`src/isu_pkg.sv`:
```
// Purpose: Shared constants and carriers for the interrupt sequencing unit
// Assumes: APB with 32-bit data, 16-bit byte addresses
// Notes:   Source index 1 is the lowest priority, 6 the highest
package isu_pkg;

  // ==========================================================
  // Register map
  localparam logic [15:0] PEND_STATUS_ONE_ADDR = 16'hfe04;
  localparam logic [15:0] EVT_STATUS_ADDR      = 16'hfe08;
  localparam logic [15:0] EVT_MASK_ADDR        = 16'hfe0c;
  localparam logic [7:0]  PEND_STATUS_ONE_RST  = 8'h00;
  localparam logic [2:0]  EVT_STATUS_RST       = 3'h0;
  localparam logic [2:0]  EVT_MASK_RST         = 3'h0;

  // ==========================================================
  // Field layout
  localparam int          FLAG_LSB    = 2;
  localparam int          NUM_SRC     = 6;
  localparam int          EVT_HW      = 0;
  localparam int          EVT_SWI     = 1;
  localparam int          EVT_CHAIN   = 2;
  localparam logic [1:0]  LOW_BITS    = 2'h0;
  localparam logic [2:0]  NO_SRC      = 3'h0;
  localparam logic [15:0] PC_HW_ADJ   = 16'h0001;

  // ==========================================================
  // Carriers
  typedef enum logic [2:0] {
    ISU_RUN, ISU_ENTRY, ISU_SERVICE, ISU_RETURN
  } isu_state_e;

  typedef struct packed {
    logic        instr_done;   // Current instruction completed
    logic        swi_exec;     // Software trap decoded
    logic        rti_done;     // Return restored the registers
    logic        stack_done;   // Stacking and vector fetch finished
    logic        i_mask;       // Global mask bit, live
    logic [15:0] pc;           // Address of next opcode
  } isu_cpu_s;

  typedef struct packed {
    logic        enter;        // Start interrupt entry
    logic        software_trap_instruction;          // Entry is the software trap
    logic [2:0]  vector_sel;   // Winning source, 0 for trap
    logic [15:0] stack_pc;     // Value to push as return address
    logic        save_regs;    // Push processor registers
    logic        push_h;       // Index high register push, never set
    logic        set_i;        // Set global mask
    logic        prefetch;     // Prefetch next program opcode
    logic        fetch_next;   // Run next instruction
  } isu_seq_s;

endpackage

```
`src/isu_top.sv`:
```
// Purpose: Interrupt sequencing unit of the system integration unit
// Assumes: Request lines are asynchronous; CPU strobes are on pclk
// Notes:   Single clock; APB slave answers with one wait-free access
//
// Functional notes
// - Never abort a running instruction; start only after it completes.
// - At completion take a request only if mask clear and source enabled.
// - Of several pending requests service the highest priority first.
// - A request pending at return is serviced before the next instruction.
// - Return always prefetches the next opcode, even if redundant.
// - Interrupt entry never stacks the index high register.
// - Software trap always interrupts, whatever the global mask.
// - Trap stacks the program counter; hardware stacks it minus one.
// - Status register bits 7..2 show live request flags for six sources.
// - Status bits 1..0 read zero, writes ignored, reset value zero.
// - Entry saves processor registers and sets the global mask.
// - A latched request holds precedence until serviced or mask cleared; here requests are not latched and are re-arbitrated live at each boundary.
//
// Decided for this implementation: register access over APB.
`timescale 1ns/1ns
module isu_top (
  input  wire logic             pclk,        // Bus clock, 250 MHz
  input  wire logic             presetn,     // Async reset, active low
  input  wire logic             psel,        // APB select
  input  wire logic             penable,     // APB access phase
  input  wire logic             pwrite,      // APB write
  input  wire logic [15:0]      paddr,       // APB byte address
  input  wire logic [31:0]      pwdata,      // APB write data
  output logic      [31:0]      prdata,      // APB read data
  output logic                  pready,      // APB ready
  output logic                  pslverr,     // APB error, unmapped address
  input  wire logic [6:1]       req_line,    // Peripheral requests, async
  input  wire logic [6:1]       src_enable,  // Per-source enables
  input  isu_pkg::isu_cpu_s     cpu,         // Core status strobes
  output isu_pkg::isu_seq_s     seq,         // Sequencing commands to core
  output logic                  irq          // Event interrupt, level
);

  // ==========================================================
  // Request synchroniser
  logic [6:1] req_meta;
  logic [6:1] req_sync;

  always_ff @(posedge pclk or negedge presetn) begin
    if (!presetn) begin
      req_meta <= '0;
      req_sync <= '0;
    end else begin
      req_meta <= req_line;
      req_sync <= req_meta;
    end
  end

  // Highest index wins; returns 0 when nothing qualifies
  function automatic logic [2:0] isu_pick(input logic [6:1] pend);
    logic [2:0] win;
    win = isu_pkg::NO_SRC;
    for (int i = 1; i <= isu_pkg::NUM_SRC; i++) begin
      if (pend[i]) begin
        win = 3'(i);
      end
    end
    return win;
  endfunction

  // ==========================================================
  // Sequencer
  isu_pkg::isu_state_e state;
  logic [6:1]          eligible;
  logic [2:0]          winner;
  logic                hw_taken;
  logic                swi_taken;

  assign eligible  = (cpu.i_mask) ? 6'h00 : (req_sync & src_enable);
  assign winner    = isu_pick(eligible);
  // Boundaries: instruction completion, or a completed return
  assign swi_taken = (state == isu_pkg::ISU_RUN) && cpu.instr_done
                     && cpu.swi_exec;
  assign hw_taken  = !swi_taken && (winner != isu_pkg::NO_SRC)
                     && (((state == isu_pkg::ISU_RUN) && cpu.instr_done)
                         || (state == isu_pkg::ISU_RETURN));

  always_ff @(posedge pclk or negedge presetn) begin
    if (!presetn) begin
      state <= isu_pkg::ISU_RUN;
    end else begin
      case (state)
        isu_pkg::ISU_RUN: begin
          if (swi_taken || hw_taken) begin
            state <= isu_pkg::ISU_ENTRY;
          end
        end
        isu_pkg::ISU_ENTRY: begin
          // No arbitration until return, so the entered source keeps precedence
          if (cpu.stack_done) begin
            state <= isu_pkg::ISU_SERVICE;
          end
        end
        isu_pkg::ISU_SERVICE: begin
          if (cpu.rti_done) begin
            state <= isu_pkg::ISU_RETURN;
          end
        end
        isu_pkg::ISU_RETURN: begin
          state <= hw_taken ? isu_pkg::ISU_ENTRY : isu_pkg::ISU_RUN;
        end
        default: begin
          state <= isu_pkg::ISU_RUN;
        end
      endcase
    end
  end

  // ==========================================================
  // Command outputs to the core
  always_ff @(posedge pclk or negedge presetn) begin
    if (!presetn) begin
      seq <= '0;
    end else begin
      seq.enter      <= swi_taken || hw_taken;
      seq.save_regs  <= swi_taken || hw_taken;
      seq.set_i      <= swi_taken || hw_taken;
      seq.push_h     <= 1'b0;
      // Return prefetch is issued even when another entry follows
      seq.prefetch   <= (state == isu_pkg::ISU_RETURN);
      seq.fetch_next <= ((state == isu_pkg::ISU_RUN) && cpu.instr_done
                         && !swi_taken && !hw_taken);
      if (swi_taken) begin
        seq.software_trap_instruction        <= 1'b1;
        seq.vector_sel <= isu_pkg::NO_SRC;
        seq.stack_pc   <= cpu.pc;
      end else if (hw_taken) begin
        seq.software_trap_instruction        <= 1'b0;
        seq.vector_sel <= winner;
        seq.stack_pc   <= cpu.pc - isu_pkg::PC_HW_ADJ;
      end
    end
  end

  // ==========================================================
  // Registers and event interrupt
  logic [7:0] pend_status;
  logic [2:0] evt_status;
  logic [2:0] evt_mask;
  logic [2:0] evt_set;
  logic       setup;
  logic       wr_acc;
  logic       mapped;

  assign setup   = psel && !penable;
  assign wr_acc  = psel && penable && pready && pwrite;
  assign evt_set[isu_pkg::EVT_HW]    = hw_taken;
  assign evt_set[isu_pkg::EVT_SWI]   = swi_taken;
  assign evt_set[isu_pkg::EVT_CHAIN] = (state == isu_pkg::ISU_RETURN) && hw_taken;
  assign mapped  = (paddr == isu_pkg::PEND_STATUS_ONE_ADDR)
                   || (paddr == isu_pkg::EVT_STATUS_ADDR)
                   || (paddr == isu_pkg::EVT_MASK_ADDR);

  // Live copy of requests; no write path reaches it
  always_ff @(posedge pclk or negedge presetn) begin
    if (!presetn) begin
      pend_status <= isu_pkg::PEND_STATUS_ONE_RST;
    end else begin
      pend_status <= {req_sync, isu_pkg::LOW_BITS};
    end
  end

  // Set wins over a simultaneous write-one clear
  always_ff @(posedge pclk or negedge presetn) begin
    if (!presetn) begin
      evt_status <= isu_pkg::EVT_STATUS_RST;
    end else if (wr_acc && paddr == isu_pkg::EVT_STATUS_ADDR) begin
      evt_status <= (evt_status & ~pwdata[2:0]) | evt_set;
    end else begin
      evt_status <= evt_status | evt_set;
    end
  end

  always_ff @(posedge pclk or negedge presetn) begin
    if (!presetn) begin
      evt_mask <= isu_pkg::EVT_MASK_RST;
    end else if (wr_acc && paddr == isu_pkg::EVT_MASK_ADDR) begin
      evt_mask <= pwdata[2:0];
    end
  end

  always_ff @(posedge pclk or negedge presetn) begin
    if (!presetn) begin
      irq <= 1'b0;
    end else begin
      irq <= |(evt_status & evt_mask);
    end
  end

  // ==========================================================
  // APB slave: read data captured in setup, ready in first access cycle
  always_ff @(posedge pclk or negedge presetn) begin
    if (!presetn) begin
      pready  <= 1'b0;
      pslverr <= 1'b0;
      prdata  <= '0;
    end else begin
      pready  <= setup;
      pslverr <= setup && !mapped;
      if (setup && !pwrite) begin
        case (paddr)
          isu_pkg::PEND_STATUS_ONE_ADDR: prdata <= {24'h000000, pend_status};
          isu_pkg::EVT_STATUS_ADDR:      prdata <= {29'h00000000, evt_status};
          isu_pkg::EVT_MASK_ADDR:        prdata <= {29'h00000000, evt_mask};
          default:                       prdata <= '0;
        endcase
      end else begin
        prdata <= '0;
      end
    end
  end

endmodule

```
`config.mk`:
```
export PLATFORM = sky130hd
export DESIGN_NAME = isu_top
export DESIGN_NICKNAME = d
export VERILOG_FILES = /design/src/isu_pkg.sv /design/src/isu_top.sv
export SDC_FILE = /design/constraint.sdc
export NUM_CORES = 1
export LEC_CHECK = 0
export BUFFER_PORTS_ARGS = -buffer_cell sky130_fd_sc_hd__buf_2
export CORE_MARGIN = 3
export CORE_UTILIZATION = 35
export DETAILED_ROUTE_END_ITERATION = 16
export PLACE_DENSITY = 0.64
export SYNTH_ARGS = -nofsm -noshare
export SYNTH_HDL_FRONTEND = slang
export SYNTH_SLANG_ARGS = --single-unit
```
`constraint.sdc`:
```
create_clock -name pclk -period 2.5 [get_ports pclk]
set_clock_uncertainty 0.2 [all_clocks]
set_input_delay 0.125 -clock pclk [delete_from_list [all_inputs] [get_ports pclk]]
set_output_delay 0.125 -clock pclk [all_outputs]
set_load 0.01 [all_outputs]
```
## After elaboration in Yosys (flattened, before gate mapping)

Cells that the tools add are included.

| storage, ports and cells | value |
|---|---|
| bits of input ports | 86 |
| bits in registers | 85 |

| operators by class | value |
|---|---|
| muxes and demuxes | 17 |
| reduce and logical (&&, ||, !) cells | 29 |
| add/subtract/negate cells | 1 |
| bitwise gates (word level) | 6 |
| equality and inequality tests | 9 |

Operators with widths:

| operator | count |
|---|---|
| equality test 16 bit (second input constant) | 3 |
| two-way mux 20 bit | 2 |
| two-way mux 32 bit | 1 |
| case mux 8 bit (3 select lines) | 1 |
| two-way mux 3 bit | 7 |
| subtractor 16 x 1 -> 16 bit (second input constant) | 1 |
| logical AND 1 bit | 15 |
| case mux 3 bit (4 select lines) | 1 |
| bitwise AND 3 bit | 2 |
| bitwise AND 6 bit | 1 |
| equality test 3 x 2 -> 1 bit (second input constant) | 2 |
| two-way mux 6 bit | 1 |
| bitwise OR 3 bit | 2 |
| zero test 1 bit | 5 |
| logical OR 1 bit | 4 |
| two-way mux 2 bit | 2 |
| inequality test 2 bit (second input constant) | 2 |
| equality test 3 x 1 -> 1 bit (second input constant) | 1 |
| zero test 3 bit | 1 |
| inverter 3 bit | 1 |
| AND reduction 3 bit | 1 |
| nonzero test 3 bit | 1 |
| OR reduction 3 bit | 1 |
| two-way mux 1 bit | 2 |
| other kinds (2) | 2 |

## Depth between registers and ports, before layout

| depth | value |
|---|---|
| word-level depth | 14 |
| gate-level depth with buffers | 8 |
| depth with buffers taken out | 7 |

## Least setup slack after synthesis

No wires, ideal clock.

| timing path | value |
|---|---|
| path kind | reg2reg |
| from | register state[0] |
| to | register seq[13] in the netlist's numbering |
| clock period less this slack | 2.093 ns |
| slack | 0.407 ns |
| required time | 2.175 ns |
| buffers on the path | 1 |
| arrival time | 1.768 ns |
| setup time | 0.125 ns |
| cell stages (with the launch flop) | 8 |
| cell sequence | dfrtp_1 -> inv_1 -> ha_1 -> and3b_1 -> a21oi_1 -> o21ai_4 -> buf_6 -> mux2_2 |

| on the way | value |
|---|---|
| word-level cells in the longest chain between the ends | 7 |
| elaborated cells between the ends (all ways) | 10 |
| those cells by class | eq/ne (1); mux (1); reduce/logical (8) |

RTL lines:

| element | line | source |
|---|---|---|
| start, declared | isu_top.sv:68 | `isu_pkg::isu_state_e state;` |
| start signal, assigned | isu_top.sv:85 | `state <= isu_pkg::ISU_RUN;` |
| start signal, assigned | isu_top.sv:90 | `state <= isu_pkg::ISU_ENTRY;` |
| start signal, assigned | isu_top.sv:96 | `state <= isu_pkg::ISU_SERVICE;` |
| zero test 3 bit | isu_top.sv:77, isu_top.sv:80 |  |
| logical AND 1 bit | isu_top.sv:77, isu_top.sv:80 |  |
| logical AND 1 bit | isu_top.sv:78 | `&& cpu.swi_exec;` |
| zero test 1 bit | isu_top.sv:79 | `assign hw_taken = !swi_taken && (winner != isu_pkg::NO_SRC)` |
| logical AND 1 bit | isu_top.sv:79 |  |
| logical AND 1 bit | isu_top.sv:80 | `&& (((state == isu_pkg::ISU_RUN) && cpu.instr_done)` |
| nonzero test 2 bit (no line) | - |  |
| end, declared | isu_top.sv:35 | `output isu_pkg::isu_seq_s seq,` |

Several ways; a longest one is shown, not always the timed one.
A chain may end at the register's enable or synchronous reset.

## Worst setup path after layout

| timing path | value |
|---|---|
| from | register state[0] |
| to | register seq[19] in the netlist's numbering |

The elaborated chain is that of the path after synthesis.

==> impl_metrics.ini <==
[run_status]
status = complete, no violations

[critical_path]
r2r_cells = 6
worst-endpoint-required_ns = 2.50
startpoint_of_the_most_critical_register_to_register_path = state[0]
setup.worst_path.end_class = register
startpoint_class_of_the_critical_path = register
regToRegEndpoint = seq[19]
worst_setup_path_endpoint = seq[19]
crit_path_max_fanout = 16
rrSetupSlack_ns = 0.19
timing.critical_path.arrival_ns = 2.31
launch_point_of_the_critical_path = state[0]
setup.worst_path.class = reg -> reg

[synth]
synth_ff_type = sky130_fd_sc_hd__dfrtp_1
synth_area_sq_um = 2830
synth-edff-count = 0
postSynthCellCount = 248
ys_types = 49
avgSynthCellArea_sq_um = 11.4
ys_seq_elements = 60
synthesis.yosys.warnings = 0
async_flop_share = 1.00
yosysSeqAreaShare = 0.530

[cells_and_area]
final_nets = 472
finish.utilization = 0.489
seq_area_sq_um = 1500
area_growth_pct = 35.0
multi_input_comb_area_sq_um = 1160
insertedDiodeCount = 0
fillers = 765
final_layout_size_suffix_gt1_frac = 0.361

[cts]
cts_inserted_buffers = 9
clk_latency_ns = 0.33
cts_clk_pin_slew_worst_paths_ns = 0.06
clock_sinks = 60
cts_tree = built
clock_tree.buffer_depth = 2
h-tree-depth = 3
cts_root_buf = sky130_fd_sc_hd__clkbuf_8

[pwr]
leakage_component_of_the_power_nw = 1.90
peakVddDrop_mv = 0.396
power.density_nw_per_um2 = 810

[timing]
layout_worst_path_cycle_share = 0.922
finalSetupViolCount = 0
maxSlewViolCount = 0
tightestPinTransition_ns = 0.641
achievable-frequency_ghz = 0.434
fin_setup_tns_ns = 0
final_period_minus_worst_setup_slack_ns = 2.31
grt_setup_unrepaired = false
timing_hold_violations_final = 0
worst_slew_margin_rel = 0.573

[placement]
place_congestion = 0.768
place.port_buffers = 92
detailedPlacementHpwl_um = 4600

[floorplanning]
die_y_um = 95.9
boundaryPins = 147
die_width_um = 95.9
core.rowCount = 32
die_area_sq_um = 9210
design.core.area_sq_um = 7810
initial_utilization = 0.363

[global_routing]
grt.overflow.total = 0
grt_max_degree = 36
grtUsageTotal = 0.146
antenna_found_initial = 0
grt_pass1_vias = 2292
first_pass_grt_wire_length_um = 10300

[drt]
drt-wirelength-per-cell_um = 12.6
post_drt_via_cell_ratio = 4.45
vias = 2167
detailedRoute.firstPassIterationCount = 5
route.antenna.remaining_nets = 0
drt_iter0_drc = 86
wirelength_um = 6150
detail_route.drc_violations = 0

[worst_hold_path]
worstHoldPathType = in -> reg
hold_critical_path_depth = 3

[run]
timing.max_cap.violations = 0
[worst min path at each step]
| stage | to | from | slack, ns |
|---|---|---|---|
| 5_1_grt | seq[9] | cpu[4] | 0.01 |
| 4_1_cts | seq[13] | cpu[8] | 0.0009 |
| 6_report | seq[13] | cpu[8] | 0.01 |
| 3_5_place_dp | pslverr | presetn | -0.02 |
| 2_1_floorplan | evt_mask[0] | presetn | -0.37 |
| 3_3_place_gp | pslverr | presetn | -0.02 |
[report_power, final]
group,switching [mW],leakage (nW),internal [mW]
clock,0.367,0.0872,0.404
sequential,0.114,0.737,1.19
combinational,0.522,1.07,0.495
total,1.00,1.90,2.09
[cell usage after synthesis (3+ instances only)]
cell type,n,area share
sky130_fd_sc_hd__a21oi_1,4,0.0071
sky130_fd_sc_hd__nand3_1,4,0.0071
sky130_fd_sc_hd__dfrtp_1,60,0.53
sky130_fd_sc_hd__mux2i_1,3,0.011
sky130_fd_sc_hd__mux2_2,18,0.072
sky130_fd_sc_hd__nor2_1,18,0.024
sky130_fd_sc_hd__inv_1,9,0.012
sky130_fd_sc_hd__and2_1,5,0.011
sky130_fd_sc_hd__xor2_1,8,0.025
sky130_fd_sc_hd__ha_1,5,0.022
sky130_fd_sc_hd__nor3_1,9,0.016
sky130_fd_sc_hd__xnor2_1,4,0.012
sky130_fd_sc_hd__buf_4,27,0.072
sky130_fd_sc_hd__o21ai_0,6,0.011
sky130_fd_sc_hd__nand4_1,3,0.0066
sky130_fd_sc_hd__a21o_1,4,0.011
sky130_fd_sc_hd__nand2_1,20,0.027
[logic make-up after synthesis]
| family | after synthesis | share of synthesized area |
|---|---|---|
| xor gates and xnor gates | 12 | 0.0371 |
| and+or+nand+nor | 77 | 0.142 |
| DFF | 60 | 0.530 |
| adders and majority gates | 5 | 0.0221 |
| AOI/OAI and AO/OA | 33 | 0.0915 |
| buffers and inverters | 39 | 0.0937 |
| other | 1 | 0.00132 |
| muxes | 21 | 0.0822 |
[cells in the final DEF, fill, tap and decap left out, types with 8 or more instances in the layout]
master                          synthesis  final
sky130_fd_sc_hd__inv_1                  9      9
sky130_fd_sc_hd__conb_1                 1     25
sky130_fd_sc_hd__nor3_1                 9      9
sky130_fd_sc_hd__buf_2                  0     92
sky130_fd_sc_hd__mux2_2                18     18
sky130_fd_sc_hd__dfrtp_1               60     60
sky130_fd_sc_hd__nand2_1               20     20
sky130_fd_sc_hd__dlygate4sd3_1          0     32
sky130_fd_sc_hd__xor2_1                 8      8
sky130_fd_sc_hd__nor2_1                18     18
sky130_fd_sc_hd__clkbuf_8               1     11
[routing by layer]
layer,share of wire,GRT usage
met1,0.41,0.167
met5,0,0
met3,0.071,0.0532
met4,0.014,0.0616
met2,0.51,0.246
[critical path, stage by stage, from the launching register on]
cell                      delay (ns)
sky130_fd_sc_hd__dfrtp_1        0.42
sky130_fd_sc_hd__inv_1          0.10
sky130_fd_sc_hd__ha_1           0.26
sky130_fd_sc_hd__and3b_1        0.23
sky130_fd_sc_hd__a21oi_2        0.09
sky130_fd_sc_hd__o21ai_4        0.49
sky130_fd_sc_hd__mux2_2         0.40
[final cells by class]
class / instances / area share
sequential: 60 / 0.393
multi-input combinational: 173 / 0.303
timing repair buffer: 128 / 0.215
clock buffer: 11 / 0.0396
tap: 102 / 0.0334
inverter: 9 / 0.00884
clock inverter: 4 / 0.00655
[stage by stage]
step           std cells  hold WS [ns]  setup WS (ns)  instance area (sq um)  total power, mW
6_report             487        0.0108          0.194                   3820             3.09
5_1_grt              487        0.0112         0.0534                   3820             3.32
4_1_cts              485      0.000937          0.115                   3800             3.15
3_5_place_dp         438       -0.0152          0.148                   3310             2.31
3_3_place_gp         438       -0.0179          0.174                   3310             2.29
2_1_floorplan        272        -0.371          0.407                   2920             1.98
[registers in the layout, indices dropped and copies added, names as in the netlist]
register	flops
req_meta	6
evt_status	3
evt_mask	3
req_sync	6
state	2
seq	23
prdata	8
pready	1
pend_status	6
pslverr	1
irq	1
[what timing repair did]
item,in CTS,in global routing
endpoints found under the hold margin,59,0
setup buffers,0,2
setup endpoints to repair,0,13
resized for setup,0,1
hold buffers,32,0
(Power assumes the default switching activity.)
